<file path="config.mk">
export PLATFORM = sky130hd
export DESIGN_NAME = phyr_autoneg_regs
export DESIGN_NICKNAME = d
export VERILOG_FILES = /design/src/inc/phyr_pkg.sv /design/src/design/phyr_mdio_slave.sv /design/src/design/phyr_autoneg_regs.sv
export SDC_FILE = /design/constraint.sdc
export NUM_CORES = 1
export LEC_CHECK = 0
export BUFFER_PORTS_ARGS = -buffer_cell sky130_fd_sc_hd__buf_2
export CORE_ASPECT_RATIO = 0.8
export CORE_UTILIZATION = 39
export DETAILED_ROUTE_END_ITERATION = 12
export GPL_ROUTABILITY_DRIVEN = 0
export HOLD_SLACK_MARGIN = 0.06
export SLEW_MARGIN = 10
export SYNTH_ARGS = -nofsm -noshare
export SYNTH_HDL_FRONTEND = slang
export SYNTH_SLANG_ARGS = --single-unit
</file>
<file path="constraint.sdc">
create_clock -name clk -period 2.3 [get_ports clk]
set_input_delay 0.345 -clock clk [delete_from_list [all_inputs] [get_ports clk]]
set_output_delay 0.345 -clock clk [all_outputs]
set_load 0.01 [all_outputs]
</file>
<file path="src/inc/phyr_pkg.sv">
package phyr_pkg;
    // Management register indices and the fixed PHY address
    localparam logic [4:0]  PHY_ADDR       = 5'h10;
    localparam logic [4:0]  REG_ID_TWO     = 5'h03;
    localparam logic [4:0]  REG_ADVERTISE  = 5'h04;
    localparam logic [4:0]  REG_PARTNER    = 5'h05;
    localparam logic [4:0]  REG_EXPANSION  = 5'h06;

    // Reset values
    localparam logic [15:0] ADV_RESET      = 16'h01E1;
    localparam logic [15:0] PARTNER_RESET  = 16'h0000;
    localparam logic [15:0] EXP_RESET      = 16'h0000;
    localparam logic [4:0]  SELECTOR_8023  = 5'h01;

    // Advertisement field positions
    localparam int ADV_EXTRA_PAGE_BIT      = 15;
    localparam int ADV_ACK_BIT             = 14;
    localparam int ADV_FAULT_BIT           = 13;
    localparam int ADV_PAUSE_BIT           = 10;
    localparam int ADV_FOUR_PAIR_BIT       = 9;
    localparam int ADV_FAST_FULL_BIT       = 8;
    localparam int ADV_FAST_HALF_BIT       = 7;
    localparam int ADV_SLOW_FULL_BIT       = 6;
    localparam int ADV_SLOW_HALF_BIT       = 5;
    // Writable advertisement bits: 13, 10, 8:5, 4:0
    localparam logic [15:0] ADV_WRITE_MASK = 16'h25FF;
    // Partner ability keeps everything except reserved 12:11
    localparam logic [15:0] PARTNER_MASK   = 16'hE7FF;

    // Expansion field positions
    localparam int EXP_PAR_FAULT_BIT       = 4;
    localparam int EXP_PARTNER_PAGE_BIT    = 3;
    localparam int EXP_LOCAL_PAGE_BIT      = 2;
    localparam int EXP_PAGE_RX_BIT         = 1;
    localparam int EXP_PARTNER_AN_BIT      = 0;

    // Serial management frame field lengths minus one (last bit count) and opcodes
    localparam logic [3:0]  OP_BITS        = 4'h1;
    localparam logic [3:0]  ADDR_BITS      = 4'h4;
    localparam logic [3:0]  TURN_BITS      = 4'h1;
    localparam logic [3:0]  DATA_BITS      = 4'hF;
    localparam logic [1:0]  OP_READ        = 2'h2;
    localparam logic [1:0]  OP_WRITE       = 2'h1;
endpackage

</file>
<file path="src/design/phyr_mdio_slave.sv">
`timescale 1ns/10ps
module phyr_mdio_slave #(
    parameter logic [4:0] PHY_ADDR = phyr_pkg::PHY_ADDR
) (
    input  wire logic        clk,       // System clock
    input  wire logic        rst_n,     // Synchronous reset, active low
    input  wire logic        mdc,       // Management clock, sampled
    input  wire logic        mdio_in,   // Management data pin level
    output logic             mdio_out,  // Management data drive value
    output logic             mdio_oe,   // High while driving the data pin
    output logic             rd_req,    // One-cycle read strobe
    output logic             wr_req,    // One-cycle write strobe
    output logic [4:0]       reg_addr,  // Register index of the frame
    output logic [15:0]      wr_data,   // Write data
    input  wire logic [15:0] rd_data    // Read data, captured on rd_req
);
    typedef enum logic [6:0] {
        ST_IDLE  = 7'b0000001,
        ST_START = 7'b0000010,
        ST_OP    = 7'b0000100,
        ST_PHY   = 7'b0001000,
        ST_REG   = 7'b0010000,
        ST_TURN  = 7'b0100000,
        ST_DATA  = 7'b1000000
    } phyr_mdio_e;

    phyr_mdio_e  state;
    logic        mdc_prev;
    logic        last_bit;
    logic        is_read;
    logic        hit;
    logic [3:0]  cnt;
    logic [15:0] shreg;

    wire         rise      = mdc & ~mdc_prev;
    wire [4:0]   field5    = {shreg[3:0], mdio_in};
    wire [1:0]   field2    = {shreg[0], mdio_in};
    wire         read_hit  = is_read & hit;

    always_ff @(posedge clk) begin
        if (!rst_n) begin
            state    <= ST_IDLE;
            // High so a management clock idling high gives no false edge at release
            mdc_prev <= 1'b1;
            last_bit <= 1'b0;
            is_read  <= 1'b0;
            hit      <= 1'b0;
            cnt      <= 4'h0;
            shreg    <= 16'h0000;
            mdio_out <= 1'b0;
            mdio_oe  <= 1'b0;
            rd_req   <= 1'b0;
            wr_req   <= 1'b0;
            reg_addr <= 5'h00;
            wr_data  <= 16'h0000;
        end else begin
            mdc_prev <= mdc;
            rd_req   <= 1'b0;
            wr_req   <= 1'b0;
            // Capture before the bank clears its latched bits
            if (rd_req) begin
                shreg <= rd_data;
            end
            if (rise) begin
                last_bit <= mdio_in;
                cnt      <= cnt + 4'h1;
                if (!(state inside {ST_TURN, ST_DATA})) begin
                    shreg <= {shreg[14:0], mdio_in};
                end
                case (state)
                    ST_IDLE: begin
                        cnt <= 4'h0;
                        if (last_bit && !mdio_in) begin
                            state <= ST_START;
                        end
                    end
                    ST_START: begin
                        cnt   <= 4'h0;
                        state <= mdio_in ? ST_OP : ST_IDLE;
                    end
                    ST_OP: begin
                        if (cnt == phyr_pkg::OP_BITS) begin
                            cnt     <= 4'h0;
                            is_read <= (field2 == phyr_pkg::OP_READ);
                            state   <= (field2 == phyr_pkg::OP_READ || field2 == phyr_pkg::OP_WRITE) ?
                                       ST_PHY : ST_IDLE;
                        end
                    end
                    ST_PHY: begin
                        if (cnt == phyr_pkg::ADDR_BITS) begin
                            cnt   <= 4'h0;
                            hit   <= (field5 == PHY_ADDR);
                            state <= ST_REG;
                        end
                    end
                    ST_REG: begin
                        if (cnt == phyr_pkg::ADDR_BITS) begin
                            cnt      <= 4'h0;
                            reg_addr <= field5;
                            rd_req   <= read_hit;
                            state    <= ST_TURN;
                        end
                    end
                    ST_TURN: begin
                        if (cnt == 4'h0) begin
                            mdio_oe  <= read_hit;
                            mdio_out <= 1'b0;
                        end else begin
                            cnt      <= 4'h0;
                            mdio_out <= read_hit & shreg[15];
                            if (read_hit) begin
                                shreg <= {shreg[14:0], 1'b0};
                            end
                            state <= ST_DATA;
                        end
                    end
                    ST_DATA: begin
                        if (read_hit) begin
                            mdio_out <= shreg[15];
                            shreg    <= {shreg[14:0], 1'b0};
                        end else begin
                            shreg <= {shreg[14:0], mdio_in};
                        end
                        if (cnt == phyr_pkg::DATA_BITS) begin
                            mdio_oe  <= 1'b0;
                            mdio_out <= 1'b0;
                            wr_data  <= {shreg[14:0], mdio_in};
                            wr_req   <= hit & ~is_read;
                            state    <= ST_IDLE;
                        end
                    end
                    default: begin
                        state <= ST_IDLE;
                    end
                endcase
            end
        end
    end
endmodule // phyr_mdio_slave

</file>
<file path="src/design/phyr_autoneg_regs.sv">
`timescale 1ns/10ps
module phyr_autoneg_regs #(
    parameter logic [5:0] OUI_TAIL = 6'h2A,  // Arbitrary identity value
    parameter logic [5:0] MODEL    = 6'h05,  // Arbitrary identity value
    parameter logic [3:0] REVISION = 4'h1    // Arbitrary identity value
) (
    input  wire logic        clk,               // System clock, 25 MHz
    input  wire logic        rst_n,             // Synchronous reset, active low
    input  wire logic        mdc,               // Management clock from the station
    input  wire logic        mdio_in,           // Management data pin level
    output logic             mdio_out,          // Management data drive value
    output logic             mdio_oe,           // High while driving management data
    input  wire logic        ack_sent,          // Level: partner data acknowledged
    input  wire logic        base_page_valid,   // Pulse: valid base page received
    input  wire logic [15:0] base_page_word,    // Received base page word
    input  wire logic        parallel_fault,    // Pulse: parallel detection fault
    input  wire logic        partner_an_level,  // Level: partner runs auto-negotiation
    output logic [15:0]      adv_word           // Advertised base page to the engine
);
    logic        rd_req;
    logic        wr_req;
    logic [4:0]  reg_addr;
    logic [15:0] wr_data;
    logic [15:0] rd_data;
    logic [15:0] adv_store;
    logic        ack_seen;
    logic [15:0] partner;
    logic        parallel_detection_error;
    logic        partner_extra_page_capable;
    logic        new_page_received;
    logic        partner_autoneg_capable;

    phyr_mdio_slave #(
        .PHY_ADDR (phyr_pkg::PHY_ADDR)
    ) u_mdio (
        .clk      (clk),
        .rst_n    (rst_n),
        .mdc      (mdc),
        .mdio_in  (mdio_in),
        .mdio_out (mdio_out),
        .mdio_oe  (mdio_oe),
        .rd_req   (rd_req),
        .wr_req   (wr_req),
        .reg_addr (reg_addr),
        .wr_data  (wr_data),
        .rd_data  (rd_data)
    );

    function automatic logic addr_is(input logic [4:0] addr, input logic [4:0] index);
        addr_is = (addr == index);
    endfunction

    wire adv_write   = wr_req & addr_is(reg_addr, phyr_pkg::REG_ADVERTISE);
    wire exp_read    = rd_req & addr_is(reg_addr, phyr_pkg::REG_EXPANSION);

    // Read-only bits are built here, so writes can never reach them
    wire [15:0] id_two_value = {OUI_TAIL, MODEL, REVISION};
    wire [15:0] adv_value    = {1'b0, ack_seen, adv_store[13:0]};
    wire [15:0] exp_value    = {11'h000, parallel_detection_error, partner_extra_page_capable,
                                1'b0, new_page_received, partner_autoneg_capable};

    assign rd_data = addr_is(reg_addr, phyr_pkg::REG_ID_TWO)    ? id_two_value :
                     addr_is(reg_addr, phyr_pkg::REG_ADVERTISE) ? adv_value    :
                     addr_is(reg_addr, phyr_pkg::REG_PARTNER)   ? partner      :
                     addr_is(reg_addr, phyr_pkg::REG_EXPANSION) ? exp_value    : 16'h0000;

    // Only the documented writable fields take the write; 15, 14, 12:11 and 9 stay zero
    wire [15:0] next_adv = adv_write ? (wr_data & phyr_pkg::ADV_WRITE_MASK) : adv_store;

    always_ff @(posedge clk) begin
        if (!rst_n) begin
            adv_store <= phyr_pkg::ADV_RESET;
            ack_seen  <= 1'b0;
        end else begin
            adv_store <= next_adv;
            ack_seen  <= ack_sent;
        end
    end

    assign adv_word = adv_value;

    // Partner word is only replaced by a fresh base page; reserved bits dropped
    always_ff @(posedge clk) begin
        if (!rst_n) begin
            partner <= phyr_pkg::PARTNER_RESET;
        end else if (base_page_valid) begin
            partner <= base_page_word & phyr_pkg::PARTNER_MASK;
        end
    end

    // Set wins over clear-on-read so an event in the read cycle is not lost
    always_ff @(posedge clk) begin
        if (!rst_n) begin
            parallel_detection_error   <= 1'b0;
            new_page_received          <= 1'b0;
            partner_extra_page_capable <= 1'b0;
            partner_autoneg_capable    <= 1'b0;
        end else begin
            parallel_detection_error <= parallel_fault | (parallel_detection_error & ~exp_read);
            new_page_received        <= base_page_valid | (new_page_received & ~exp_read);
            if (base_page_valid) begin
                partner_extra_page_capable <= base_page_word[15];
            end
            partner_autoneg_capable <= partner_an_level;
        end
    end
endmodule // phyr_autoneg_regs

</file>
# --- After elaboration in Yosys (flattened, before gate mapping) ---
# Cells that the tools add are included.
word_totals:
  ff_bits: 84
  latchBits: 0
  ram_bits: 0
  romBits: 0
  input_bits: 24
  out_inout_bits: 18
  word_cells: 106
  n_memories: 0
op_classes:
  n_addsub: 1
  n_mul: 0
  div: 0
  magnitude_cmp: 0
  eq_ne: 25
  shift: 0
  n_mux: 31
  bitwise: 13
  reduce_logical: 16
ops:
  columns: ["op", "count"]
  rows:
  - ["2-to-1 mux 16 bit", 8]
  - ["one-hot mux 7 bit (7 select lines)", 1]
  - ["2-to-1 mux 7 bit", 6]
  - ["one-hot mux 16 bit (2 select lines)", 1]
  - ["2-to-1 mux 4 bit", 4]
  - ["one-hot mux 4 bit (4 select lines)", 1]
  - ["== test 5 x 3 -> 1 bit, second input constant", 3]
  - ["AND reduction 3 bit", 5]
  - ["AND reduction 4 bit", 3]
  - ["AND 1 bit", 8]
  - ["!= test 2 x 1 -> 1 bit, second input constant", 4]
  - ["== test 7 x 1 -> 1 bit, second input constant", 1]
  - ["== test 7 x 2 -> 1 bit, second input constant", 1]
  - ["== test 7 x 3 -> 1 bit, second input constant", 1]
  - ["== test 7 x 4 -> 1 bit, second input constant", 1]
  - ["== test 7 x 5 -> 1 bit, second input constant", 1]
  - ["== test 7 x 6 -> 1 bit, second input constant", 1]
  - ["== test 7 bit, second input constant", 1]
  - ["AND reduction 7 bit", 1]
  - ["2-to-1 mux 1 bit", 6]
  - ["!= test 2 bit, second input constant", 3]
  - ["== test 5 x 2 -> 1 bit, second input constant", 1]
  - ["== test 5 bit, second input constant", 1]
  - ["2-to-1 mux 5 bit", 1]
  - ["other kinds (17)", 22]

# --- Longest topological paths before layout ---
# Gate-level depths: netlist (run 1).
logic_depth:
  depth_word: 11
  mapped_depth: 8
  depth_no_buf: 7

# --- Modules after synthesis ---
# From an unflattened synthesis (run 1), not the netlist that was laid out.
unflattened:
  hier_cells: 450
  area_unflattened_um2: 4231.6
by_module_without_submodules:
  columns: ["module", "instances", "cells_per_inst", "area_each_um2", "seq_area_each_um2"]
  rows:
  - ["phyr_mdio_slave", 1, 288, 2723.9, 1121.1]
  - ["phyr_autoneg_regs", 1, 162, 1507.7, 580.6]

# --- Worst setup path after synthesis (run 1) ---
# No wires, ideal clock.
synth_timing:
  path_kind: "reg2reg"
  startpoint: "reg u_mdio.state[1]"
  endpoint: "reg u_mdio.wr_data[10]"
  setup_time_ns: 0.128
  arrival_time_ns: 1.770
  required_ns: 2.172
  slack_ns: 0.403
  path_stages_with_launch: 8
  n_path_buf: 2
  synth_period_minus_slack_ns: 1.897
  cell_sequence: "dfxtp_1 buf_6 or4_4 nor3_4 nand2_1 buf_2 mux2i_1 nor2_1"
synth_between:
  elab_chain_len: 2
synth_rtl:
  columns: ["element", "line_no", "rtl"]
  rows:
  - ["from (decl)", "phyr_mdio_slave.sv:27", "phyr_mdio_e state;"]
  - ["from (signal assigned)", "phyr_mdio_slave.sv:79", "state <= mdio_in ? ST_OP : ST_IDLE;"]
  - ["from (signal assigned)", "phyr_mdio_slave.sv:85", "state <= (field2 == phyr_pkg::OP_READ || field2 == phyr_pkg::OP_WRITE) ?"]
  - ["== test 7 bit", "phyr_mdio_slave.sv:70", "case (state)"]
  - ["AND reduction 3 bit (no source line)", null, null]
  - ["to (signal assigned)", "phyr_mdio_slave.sv:127", "wr_data <= {shreg[14:0], mdio_in};"]
  - ["to (decl)", "phyr_mdio_slave.sv:14", "output logic [15:0] wr_data,"]
# Every way passes these cells.
# A chain may end at the register's enable or synchronous reset.

# --- Worst setup path in the final report (run 1) ---
layout_timing:
  startpoint: "reg u_mdio.cnt[0]"
  endpoint: "reg u_mdio.state[2]"
layout_between:
  elab_chain_len: 3
  elab_cells_between_ends: 10
  cone_classes: "eq/ne: 8; reduce/logical: 2"
layout_rtl:
  columns: ["element", "line_no", "rtl"]
  rows:
  - ["from (decl)", "phyr_mdio_slave.sv:32", "logic [3:0] cnt;"]
  - ["from (signal assigned)", "phyr_mdio_slave.sv:66", "cnt <= cnt + 4'h1;"]
  - ["== test 4 bit (tied with other cells)", "phyr_mdio_slave.sv:124", "if (cnt == phyr_pkg::DATA_BITS) begin"]
  - ["!= test 2 bit (no source line) or != test 2 x 1 -> 1 bit (tied branches)", null, null]
  - ["AND reduction 7 bit (no source line) *", null, null]
# Mark *: on every way between the ends. The rest lies on a longest branch, timed or not.

==> results of run 1 <==
==> metrics by stage <==
step                setup slack, ns  std cells  cell area (sq um)  power, mW
CTS                           0.117        583               4390       3.06
global route                0.00163        583               4390       3.14
floorplan                     0.403        435               3780       1.56
finish                       0.0865        583               4390       3.04
global placement              0.200        568               4080       1.60
detailed placement            0.131        568               4080       1.61
==> state kept, by name, summed over array words and instances, names as in the netlist, 4 cells and up <==
register and flops:
u_mdio.shreg 16, partner 13, adv_store 11, u_mdio.wr_data 11, u_mdio.state 7, u_mdio.reg_addr 5, u_mdio.cnt 4
==> logic make-up after synthesis <==
| kind of cell | count (synthesis) |
|---|---|
| other cells | 1 |
| mux | 45 |
| simple gates | 166 |
| fa+ha+maj | 5 |
| buf+inv | 44 |
| compound gates | 90 |
| xor+xnor | 1 |
| flops | 80 |
==> layout make-up <==
| type | instances | area [sq um] | area share [%] |
|---|---|---|---|
| multi-input combinational | 311 | 1970 | 45.0 |
| sequential | 80 | 1600 | 36.5 |
| timing repair buffer | 51 | 320 | 7.30 |
| clock buffer | 13 | 270 | 6.16 |
| tap | 115 | 144 | 3.28 |
| inverter | 11 | 41.3 | 0.941 |
| clock inverter | 2 | 37.5 | 0.856 |
==> final timing paths <==
kind                                                endpoint                             from  cells after the start  slack, ns
worst min-delay path                     ack_seen$_SDFF_PN0_                         ack_sent                      2       0.21
worst min register to register    adv_store[10]$_SDFFE_PN0P_  u_mdio.wr_data[10]$_SDFFE_PN0P_                      2       0.45
worst max-delay path            u_mdio.state[2]$_SDFFE_PN0P_       u_mdio.cnt[0]$_SDFFE_PN0P_                      7       0.09
worst max register to register  u_mdio.state[2]$_SDFFE_PN0P_       u_mdio.cnt[0]$_SDFFE_PN0P_                      7       0.09
==> power by group <==
part / leakage (nW) / switching [mW] / internal, mW
sequential: 0.650 / 0.0222 / 1.42
clock: 0.148 / 0.537 / 0.923
combinational: 0.951 / 0.0796 / 0.0587
==> layer usage <==
layer	track usage [%]	share of wire, %	vias up
met1	28.1	50	1553
met5	0	0	-
met3	4.99	5.1	8
met4	5.97	1.0	0
li1	-	-	1601
met2	28.2	44	75
==> critical path, cell delays in order (launching register included) <==
cell and delay [ns]:
dfxtp_1 0.35, inv_1 0.09, ha_1 0.20, and3b_1 0.27
a21oi_1 0.08, a221o_1 0.50, or4_1 0.52, a21oi_1 0.14
==> cell usage in the layout, fill, tap and decap left out, types with 4 or more instances in the layout <==
cell type	instances
nand2b_1	6
mux2_2	5
nor2_1	49
mux2i_1	40
nor2b_1	5
ha_1	5
and2_1	5
dfxtp_1	80
nand2_1	50
clkbuf_16	9
o21ai_0	12
buf_4	14
conb_1	4
inv_1	10
buf_2	35
a221oi_1	4
a21oi_1	36
nand4_1	7
nand3_1	13
nor3_1	10
o221a_2	6
==> impl_metrics.toml, run 1 <==
[status]
status = "finished with violations"
violations = "DRC"

[logic_synthesis]
ys_async_sr_fraction_pct = 0
yosysMostFrequentCell = "dfxtp_1"
synth_edf_count = 0
yosys_warnings = 0
synthTopCellsByCount = "dfxtp_1, nand2_1, nor2_1"
synth_cell_type_count = 57
yosysSeqAreaShare_pct = 42.5
synth.area.mux_share_pct = 12.1
synthTopCellsByArea = "dfxtp_1, mux2i_1, nand2_1"
postSynthAreaPerCell_sq_um = 8.71
synth-main-ff-cell = "dfxtp_1"
yosys.area_share.simple_pct = 21.6
ys_ff_latch = 80
synth_cells = 432
synth_compound_area_share_pct = 16.4
synth_top_family_by_area = "simple AND/OR/NAND/NOR gates"
synth_fa_ha_area_share_pct = 1.66
synth_area_sq_um = 3760
synth-xor-area-share_pct = 0.233
synth_top_cell_by_area = "dfxtp_1"
synth_top_cell_area_share_pct = 42.5

[global_route]
grt_pass1_vias = 3000
track_usage_pct = 19.5
grt_max_degree = 38
antenna_found_initial = 0
grt_pass1_wl_um = 15400
grt_overflow_total = 0

[clock_tree]
cts-resized-gates = 0
cts.reportedPaths.clkPinSlew_ns = 0.06
clkSinkCount = 80
clk_latency_ns = 0.34
cts-htree-levels = 3
post-cts-setup-buffer-count = 0
cts.path.max_buffers = 2
tritoncts = "yes"
cts_buffers = 9
root_buffer = "clkbuf_16"
holdBufCountCts = 0

[timing]
fin_worst_skew_ns = 0.00480
rsz0062_at_grt = "false"
fin_crit_ns = 2.21
setup_viol = 0
relSlewSlack_pct = 51.0
maxSlewViolCount = 0
finalSetupTns_ns = 0
holdWs_ns = 0.215
worst_pin_slew_ns = 0.736
finalHoldViolCount = 0
period_share_pct = 96.2
max_freq_mhz = 452

[final_layout]
final_nets = 493
area_growth_pct = 16.5
drive_above_1_share_pct = 18.4
final_core_util_pct = 47.7
fillers = 884
diodes = 0

[worst_hold_path]
min_path_type = "in2reg"

[route]
drt-wirelength-per-cell_um = 16.0
drtPass1Iterations = 8
drc = 2
via_count = 3237
drt.antenna.violating_nets = 0
routed_via_density = 5.55
drt-total-wl_um = 9360
drt_iter0_markers = 234

[power]
powerDensity_nw_per_um2 = 693
p_leak_nw = 1.75
peakVddDrop_v = 0.000448

[floorplan]
fp.dieArea_sq_um = 10100
die_h_um = 89.9
core_sq_um = 9190
ios = 42
die_width_um = 112
start_util_pct = 41.0
std_cell_rows = 31

[critical_path]
start_kind = "register"
required_ns = 2.57
crit_type = "reg2reg"
arrival_ns = 2.48
crit_path_end_kind = "register"
path_max_fanout = 13

[place]
dp_hpwl_um = 6400
io_buffers = 35

[job]
max-cap-violations = 0
No activity file was read; power rests on OpenSTA's default activity.
==> run 2: changes to the inputs <==
CORE_UTILIZATION = 25   (was 39)
REMOVE_ABC_BUFFERS = 1   (was default)
==> impl_metrics.toml, run 2 (same netlist as run 1, synthesis figures left out) <==
[timing]
relSlewSlack_pct = 52.3
finalHoldViolCount = 0
worst_pin_slew_ns = 0.716
fin_crit_ns = 2.16
rsz0062_at_grt = "false"
maxSlewViolCount = 0
max_freq_mhz = 464
setup_slack_ns = 0.144
fin_worst_skew_ns = 0.00528
finalSetupTns_ns = 0
holdWs_ns = 0.216
setup_viol = 0
period_share_pct = 93.8

[final_layout]
top_register = "u_mdio.shreg"
postLayoutCellArea_sq_um = 4490
area_growth_pct = 19.3
final_nets = 495
diodes = 0
fin_cells = 654
reg.largest.list = "u_mdio.shreg: 16 flops, partner: 13 flops"
final_cell_mix = "dfxtp_1, nand2_1, nor2_1"
final_core_util_pct = 31.0
largest_reg_flops = 16
drive_above_1_share_pct = 19.1
layout_commonest_cell = "dfxtp_1"
fillers = 1493

[global_route]
grt_pass1_wl_um = 15900
antenna_found_initial = 0
grt_overflow_total = 0
track_usage_pct = 13.0
grt_max_degree = 35
grt_pass1_vias = 3078

[floorplan]
die_h_um = 112
start_util_pct = 26.0
ios = 42
std_cell_rows = 39
die_width_um = 139
core_sq_um = 14500
fp.dieArea_sq_um = 15600

[place]
placedInstanceArea_sq_um = 4170
dp_cells = 639
io_buffers = 35
post-place-ws_ns = 0.165
dp_hpwl_um = 6810

[critical_path]
crit_path_end_kind = "register"
path_max_fanout = 12
arrival_ns = 2.38
start_kind = "register"
crit_type = "reg2reg"
required_ns = 2.52

[route]
drtPass1Iterations = 9
drc = 3
drt-total-wl_um = 9730
drt.antenna.violating_nets = 0
via_count = 3260
drt-wirelength-per-cell_um = 14.9
drt_iter0_markers = 216
routed_via_density = 4.98

[power]
total_power_mw = 3.13
p_leak_nw = 1.77
powerDensity_nw_per_um2 = 698
peakVddDrop_v = 0.000371

[clock_tree]
post-cts-setup-buffer-count = 0
clk_latency_ns = 0.34
cts-htree-levels = 3
tritoncts = "yes"
root_buffer = "clkbuf_16"
holdBufCountCts = 0
cts-resized-gates = 0
cts_buffers = 9
cts.reportedPaths.clkPinSlew_ns = 0.06
cts.path.max_buffers = 2
clkSinkCount = 80

[job]
max-cap-violations = 0

[worst_hold_path]
min_path_type = "in2reg"

[status]
status = "finished with violations"
violations = "DRC"
-- run 2: changes by cell type in the layout (fill, tap and decap cells not counted), sizes merged --
cell / delta
bufinv: +1
buf: +2
clkinv: +1
clkinvlp: -1
clkbuf: -1
-- run 2: layer usage --
layer	track usage [%]	vias up	part of all wire, %
met5	0	-	0
met4	4.00	0	1.0
met3	4.13	8	6.3
met2	19.7	97	44
met1	17.6	1548	49
li1	-	1607	-
-- run 2: worst max-delay path: stages (launching register included) --
cell and delay (ns):
dfxtp_1 0.42, nor4b_1 0.56, nand2_1 0.24, o21a_1 0.42, a311oi_1 0.31, nor3_1 0.07
-- run 2: where the power goes --
group	internal [mW]	leakage, nW	switching (mW)
registers	1.42	0.650	0.0211
logic	0.0598	0.958	0.0810
clock network	1.00	0.159	0.554
-- run 2: cell type report --
type / instances / area, sq um / area share (%)
Multi-Input combinational cell: 311 / 1970 / 43.9
Sequential cell: 80 / 1600 / 35.7
Timing Repair Buffer: 53 / 323 / 7.19
Clock buffer: 12 / 256 / 5.71
Tap cell: 184 / 230 / 5.13
Clock inverter: 3 / 65.1 / 1.45
Inverter: 11 / 41.3 / 0.919
-- run 2: path summary, 6_finish.rpt --
kind | start | end | slack (ns) | cells past startpoint
worst max register to register | u_mdio.state[1]$_SDFFE_PN0P_ | u_mdio.shreg[7]$_SDFF_PN0_ | 0.14 | 5
worst max-delay path | u_mdio.state[1]$_SDFFE_PN0P_ | u_mdio.shreg[7]$_SDFF_PN0_ | 0.14 | 5
worst min register to register | u_mdio.wr_data[3]$_SDFFE_PN0P_ | adv_store[3]$_SDFFE_PN0P_ | 0.46 | 2
worst min-delay path | partner_an_level | partner_autoneg_capable$_SDFF_PN0_ | 0.22 | 2
